`src/core/cses_pkg.sv`:
```
// Package for the command structure endian swap block.
// Assumes a single 250 MHz clock and 32-bit double-word paths.
package cses_pkg;

    // ------------------------------------------------------------
    // Widths and field positions
    // ------------------------------------------------------------
    localparam int CSES_DW = 32;
    localparam logic [4:0] CSES_CTL_BSWAP_BIT = 5'h00;
    localparam logic [4:0] CSES_CTL_WSWAP_BIT = 5'h01;

    // ------------------------------------------------------------
    // Parameter block double-word offsets (byte offsets)
    // ------------------------------------------------------------
    localparam logic [7:0] CSES_OFF_CMD_ID = 8'h00;
    localparam logic [7:0] CSES_OFF_FLAGS = 8'h04;
    localparam logic [7:0] CSES_OFF_HOST_ADDR = 8'h08;
    localparam logic [7:0] CSES_OFF_XFER_CNT = 8'h0C;

    // ------------------------------------------------------------
    // Reset values
    // ------------------------------------------------------------
    localparam logic CSES_SWAP_RST = 1'b0;
    localparam logic [31:0] CSES_WORD_RST = 32'h0000_0000;

    // Swap selection carried as one unit
    typedef struct packed {
        logic word_swap;
        logic byte_swap;
    } cses_swap_s;

    // A double-word seen on the bus, with its block offset
    typedef struct packed {
        logic [7:0] off;
        logic is_cmd;
        logic [31:0] data;
    } cses_beat_s;

    // Fields decoded from the parameter block
    typedef struct packed {
        logic [31:0] cmd_id;
        logic [7:0] target_id;
        logic [7:0] addr_mod;
        logic [7:0] flags1;
        logic [7:0] flags2;
        logic [31:0] host_addr;
        logic [31:0] xfer_cnt;
    } cses_pblk_s;

endpackage

```
`src/core/cses_swap.sv`:
```
// Endian adaptation of command structure double-words.
// Assumes beats arrive synchronous to clk_sys, one per valid cycle,
// and the first command port word arrives before the block.
`timescale 1ns/10ps
`default_nettype none

// Function
// RQ1 - Default order is big-endian, no swap
// RQ2 - Independent byte and word swap bits
// RQ3 - Swap bits taken from first port word
// RQ4 - Reorder per 32-bit double-word only
// RQ5 - Both swaps serve little-endian hosts natively
// RQ6 - Little-endian maps lane 0 to lane 3
// RQ7 - Endian convention: LSB high vs low address
// RQ8 - Host address from offset 08H
// RQ9 - Transfer count from offset 0CH
// RQ10 - Command id at 00H, flags at 04H
// RQ11 - User data passes without swapping
// RQ12 - Byte swap in halves, word swap halves
module cses_swap
    import cses_pkg::*;
(
    input wire logic clk_sys,
    input wire logic arst_n,
    input wire logic port_wr,
    input wire logic port_first,
    input wire logic [31:0] port_data,
    input wire logic in_valid,
    input wire cses_beat_s in_beat,
    output logic out_valid,
    output logic [31:0] out_data,
    output var cses_swap_s swap_sel,
    output var cses_pblk_s pblk,
    output logic pblk_done
);

    // ----------------------------------------------------------------
    // Swap selection
    // ----------------------------------------------------------------
    cses_swap_s swap_r;
    logic [31:0] sw_word;
    logic [31:0] out_data_r;
    logic out_valid_r;
    cses_pblk_s pblk_r;
    logic pblk_done_r;

    // RQ3 swap from first word
    always_ff @(posedge clk_sys or negedge arst_n) begin
        if (!arst_n) begin
            swap_r <= '{word_swap: CSES_SWAP_RST, byte_swap: CSES_SWAP_RST};
        end else if (port_wr && port_first) begin
            // RQ2 two independent bits
            swap_r.byte_swap <= port_data[CSES_CTL_BSWAP_BIT];
            swap_r.word_swap <= port_data[CSES_CTL_WSWAP_BIT];
        end
    end

    // ----------------------------------------------------------------
    // Lane reordering
    // ----------------------------------------------------------------
    // RQ12 byte then word swap
    // RQ4 whole double-word unit
    always_comb begin
        // RQ1 RQ7 default order kept
        sw_word = in_beat.data;
        // RQ5 RQ6 both swaps reverse lanes
        if (swap_r.byte_swap) begin
            sw_word = {sw_word[23:16], sw_word[31:24], sw_word[7:0], sw_word[15:8]};
        end
        if (swap_r.word_swap) begin
            sw_word = {sw_word[15:0], sw_word[31:16]};
        end
        // RQ11 user data untouched
        if (!in_beat.is_cmd) begin
            sw_word = in_beat.data;
        end
    end

    // Registered output, one cycle latency
    always_ff @(posedge clk_sys or negedge arst_n) begin
        if (!arst_n) begin
            out_valid_r <= 1'b0;
            out_data_r <= CSES_WORD_RST;
        end else begin
            out_valid_r <= in_valid;
            if (in_valid) begin
                out_data_r <= sw_word;
            end
        end
    end

    // ----------------------------------------------------------------
    // Parameter block field capture
    // ----------------------------------------------------------------
    // Fields hold big-endian view after the swap, so the decode is fixed
    always_ff @(posedge clk_sys or negedge arst_n) begin
        if (!arst_n) begin
            pblk_r <= '0;
            pblk_done_r <= 1'b0;
        end else begin
            pblk_done_r <= 1'b0;
            if (in_valid && in_beat.is_cmd) begin
                unique case (in_beat.off)
                    // RQ10 command identifier
                    CSES_OFF_CMD_ID: begin
                        pblk_r.cmd_id <= sw_word;
                    end
                    // RQ10 flags lanes, lane 0 most significant
                    CSES_OFF_FLAGS: begin
                        pblk_r.flags2 <= sw_word[31:24];
                        pblk_r.flags1 <= sw_word[23:16];
                        pblk_r.addr_mod <= sw_word[15:8];
                        pblk_r.target_id <= sw_word[7:0];
                    end
                    // RQ8 host address
                    CSES_OFF_HOST_ADDR: begin
                        pblk_r.host_addr <= sw_word;
                    end
                    // RQ9 transfer count
                    CSES_OFF_XFER_CNT: begin
                        pblk_r.xfer_cnt <= sw_word;
                        pblk_done_r <= 1'b1;
                    end
                    default: begin
                    end
                endcase
            end
        end
    end

    assign out_valid = out_valid_r;
    assign out_data = out_data_r;
    assign swap_sel = swap_r;
    assign pblk = pblk_r;
    assign pblk_done = pblk_done_r;

    // ----------------------------------------------------------------
    // Reference lane map for the checks
    // ----------------------------------------------------------------
    // Built as a lane index map, not a copy of the swap chain, so a
    // slip in the reorder above cannot hide in its own check
    logic [1:0] lane_xor;
    logic [31:0] ref_word;

    // Byte swap flips index bit 0, word swap bit 1; user data maps flat
    assign lane_xor = in_beat.is_cmd ? {swap_r.word_swap, swap_r.byte_swap} : 2'b00;

    // RQ12 one lane per loop pass
    for (genvar gi = 0; gi < 4; gi++) begin : g_ref_lane
        assign ref_word[31 - 8 * gi -: 8] = in_beat.data[31 - 8 * (gi ^ lane_xor) -: 8];
    end
endmodule

`default_nettype wire

```
`config.mk`:
```
export PLATFORM = sky130hd
export DESIGN_NAME = cses_swap
export DESIGN_NICKNAME = d
export VERILOG_FILES = /design/src/core/cses_pkg.sv /design/src/core/cses_swap.sv
export SDC_FILE = /design/constraint.sdc
export NUM_CORES = 1
export LEC_CHECK = 0
export ABC_AREA = 1
export CORE_MARGIN = 5
export CORE_UTILIZATION = 23
export CTS_CLUSTER_DIAMETER = 30
export DETAILED_ROUTE_END_ITERATION = 10
export DONT_BUFFER_PORTS = 1
export HOLD_SLACK_MARGIN = 0.15
export PLACE_DENSITY = 0.46
export SLEW_MARGIN = 20
export SYNTH_ARGS = -nofsm -noshare
export SYNTH_HDL_FRONTEND = slang
export SYNTH_SLANG_ARGS = --single-unit
```
`constraint.sdc`:
```
create_clock -name clk_sys -period 1.68 [get_ports clk_sys]
set_clock_uncertainty 0.2 [all_clocks]
set_input_delay 0.336 -clock clk_sys [delete_from_list [all_inputs] [get_ports clk_sys]]
set_output_delay 0.336 -clock clk_sys [all_outputs]
set_load 0.03 [all_outputs]
```
Word-level counts from Yosys, hierarchy flattened
Index checks and enable logic that the tools add are counted.
- equal/unequal tests: 3
- mux-type cells: 5
- reductions and logical operators: 7
- operator list (cell ; count):
    $mux W32 ; 3
    $eq A8 B4 Y1 const B ; 2
    $eq A8 B3 Y1 const B ; 1
    $logic_not A8 Y1 ; 1
    $reduce_and A2 Y1 ; 4
    $logic_and A1 B1 Y1 ; 2
    $mux W1 ; 2
- register bits after elaboration: 164
- bits of input ports: 78
- output and inout port bits: 164

Logic depth before layout (Yosys ltp)
- depth after elaboration: 3
- depth in mapped cells: 10

Worst setup path after synthesis
Ideal clock, no wire load.
- path type: register -> register
- start: register swap_r, in the netlist swap_sel[1]
- end: register out_data_r[0], in the netlist out_data[0]
- library setup time: 117 ps
- data arrival time: 1349 ps
- data required time: 1363 ps
- slack: 14 ps
- stages on the path, launching flop included: 8
- clock period less this slack: 1666 ps
- path through: dfrtp_1 > buf_2 > clkbuf_1 > nand3_1 > nand3_1 > nand2_1 > nand2_1 > nand2_1
- longest elaborated chain between the ends: 2
- ends and longest elaborated chain (what ; RTL line ; text):
    start, declared ; cses_swap.sv:40 ; cses_swap_s swap_r;
    start signal, assigned ; cses_swap.sv:50 ; swap_r <= '{word_swap: CSES_SWAP_RST, byte_swap: CSES_SWAP_RST};
    $mux W32 ; cses_swap.sv:70 ; if (swap_r.word_swap) begin
    $mux W32 ; cses_swap.sv:74 ; if (!in_beat.is_cmd) begin
    end signal, assigned ; cses_swap.sv:87 ; out_data_r <= sw_word;
    end, declared ; cses_swap.sv:42 ; logic [31:0] out_data_r;
Every way passes these cells.
A chain may end at the register's enable or synchronous reset.

Worst setup path in the final report
- start: register swap_r, in the netlist swap_sel[1]
- end: output port swap_sel[1] (netlist bit)
- RTL lines (what ; RTL line ; text):
    end, declared ; cses_swap.sv:32 ; output var cses_swap_s swap_sel,
No word-level cell between the ends.

==> metrics.cfg <==
[run_status]
status = finished, violations left
failed_checks = negative hold slack

[hold_path]
worstHoldPathType = in2async

[critical_path]
crit_type = reg2out
crit_path_end_kind = primary output
regToRegStartpoint = swap_sel[1]
critPathArrivalTime_ps = 1110
required_ps = 1140
worstPathMaxFanout = 3
rr_worst_depth = 8
rr_endpoint = out_data[15]
start_kind = flop
r2r_slack_ps = 110

[clock_tree]
htree_num_levels = 4
cts_made_buffers = 17
clkTransAtPathRegs_ps = 80
cts.sinks = 164
cts_root_buffer = clkbuf_16
cts_buffer_depth = 2
cts_tree = yes
insertion_delay_ps = 430

[sta]
worstMarginPinSlew_ps = 379
slew_violations = 0
period_share_pct = 98.1
max_freq_mhz = 607
finalSetupViolations = 0
holdWs_ps = -587
rsz0062_at_grt = yes
slew-limit-headroom_pct = 74.7
finalCriticalPeriod_ps = 1650
hold_violations = 164
setup_ws_ps = 31.6

[cells_and_area]
final_nets = 1086
n_antenna_cell = 0
area_growth_pct = 26.3
n_fill_cell = 3362
final_cells = 1423
layout-drive-gt1-share_pct = 9.79
final_common_cell = nand2_1
final_cell_mix = nand2_1 (606), dfrtp_1 (164), nand3_1 (97)

[placement]
globalplace.congestion = 0.748
dpl_worst_slack_ps = 44.3
dp_cells = 1350
io_buffers = 0
dp_hpwl_um = 18900

[drt]
vias = 6265
drc = 0
wl_per_cell_um = 19.9
first_iter_violations = 310
routed_wl_um = 28400
via_per_inst = 4.40
antenna_left = 0
dr.pass1.iters = 6

[flow_run]
cap_violations = 0

[synthesis]
synthDistinctLibCells = 17
synth-simple-area-share_pct = 39.0
seq_area_frac_synth_pct = 56.0
netlist_instances = 953
synth_top_family_by_area = simple AND/OR/NAND/NOR gates
synth-xor-area-share_pct = 0
synth-compound-area-share_pct = 0.137
synthesis.area_sq_um = 7330
synthAdderAreaFrac_pct = 0
muxShareOfSynthArea_pct = 0
avgSynthCellArea_sq_um = 7.69
synth_nets = 1031
yosys_warnings = 0
synth.ff_latch_count = 164

[floorplanning]
fp-row-count = 65
die_x_um = 189
die_height_um = 189
top_level_ports = 242
core_sq_um = 31500
start_util_pct = 23.3
dieArea_sq_um = 35500

[global_routing]
antenna_found_initial = 1
grtUsageTotal_pct = 16.0
grt_pass1_vias = 6319
grt_max_degree = 165
grt_pass1_wl_um = 42300
grt_overflow = 0

[power]
leakagePower_uw = 0.00504
max-vdd-ir-drop_mv = 0.667
power_density_nw_per_um2 = 1080

how the worst max path moves through the flow:
stage / from / endpoint / slack [ps] / cells after the start
5_1_grt: swap_sel[1] / swap_sel[1] / -30 / 2
3_3_place_gp: swap_sel[0] / pblk[72] / 50 / 8
2_1_floorplan: swap_sel[1] / out_data[0] / 10 / 7
6_report: swap_sel[1] / swap_sel[1] / 30 / 2
3_5_place_dp: swap_sel[0] / pblk[48] / 40 / 8
4_1_cts: swap_sel[1] / swap_sel[1] / -7 / 2
stage by stage:
| stage | setup TNS [ps] | util [%] | area (sq um) | total power (uW) |
|---|---|---|---|---|
| floorplan | 0 | - | 7330 | 5420 |
| global placement | 0 | 26.2 | 8250 | 6060 |
| detailed placement | 0 | 26.2 | 8250 | 6070 |
| CTS | -7.14 | 29.3 | 9240 | 10200 |
| global route | -97.8 | 29.4 | 9260 | 10500 |
| finish | 0 | 29.4 | 9260 | 10000 |
worst max-delay path: stages, from the launching register on:
cell and delay, ps:
dfrtp_1 410, buf_6 140, buf_6 130
sequential cells by signal, summed over array words and instances (netlist names):
name       count
pblk         128
out_data      32
swap_sel       2
out_valid      1
pblk_done      1
final cells by class:
type	count	area (sq um)	area share (%)
clock buffer	19	453	4.89
timing repair buffer	88	1140	12.3
multi-input combinational	722	2880	31.1
tap	402	503	5.43
sequential	164	4100	44.3
clock inverter	13	123	1.32
inverter	15	57.6	0.622
per-layer routing:
metal | global-route usage [%] | vias up | part of all wire (%)
met3 | 5.85 | 19 | 8.0
li1 | - | 3048 | -
met1 | 20.2 | 2999 | 43
met2 | 26.2 | 199 | 47
met5 | 0 | - | 0
met4 | 4.01 | 0 | 1.3
power breakdown:
group / switching (uW) / leakage (uW) / internal [uW]
sequential: 567 / 0.00222 / 4140
clock: 1810 / 0.000273 / 2140
combinational: 786 / 0.00254 / 594
synthesized netlist by cell type:
cell,n,area (sq um)
clkbuf_1,14,52.6
nand2_1,611,2290
inv_1,9,33.8
nor2_2,1,6.26
dfrtp_1,164,4100
a21oi_1,2,10.0
inv_2,5,18.8
buf_6,6,67.6
buf_1,4,15.0
buf_2,17,85.1
nand3_2,2,20.0
nand3_1,97,485
buf_4,11,82.6
nand2_2,4,25.0
nor2_4,1,11.3
nor2_1,4,15.0
clkinv_2,1,5.00
cell families after synthesis:
group           count (synthesis)
simple gates                  720
buf+inv                        67
compound gates                  2
flops                         164
what timing repair did:
item,4_1_cts,5_1_grt
pin swaps,0,0
endpoints found under the setup margin,1,22
resized for setup,2,5
hold endpoints to repair,323,211
hold buffers,39,1
setup buffers,1,0
No activity file was read; power rests on OpenSTA's default activity.
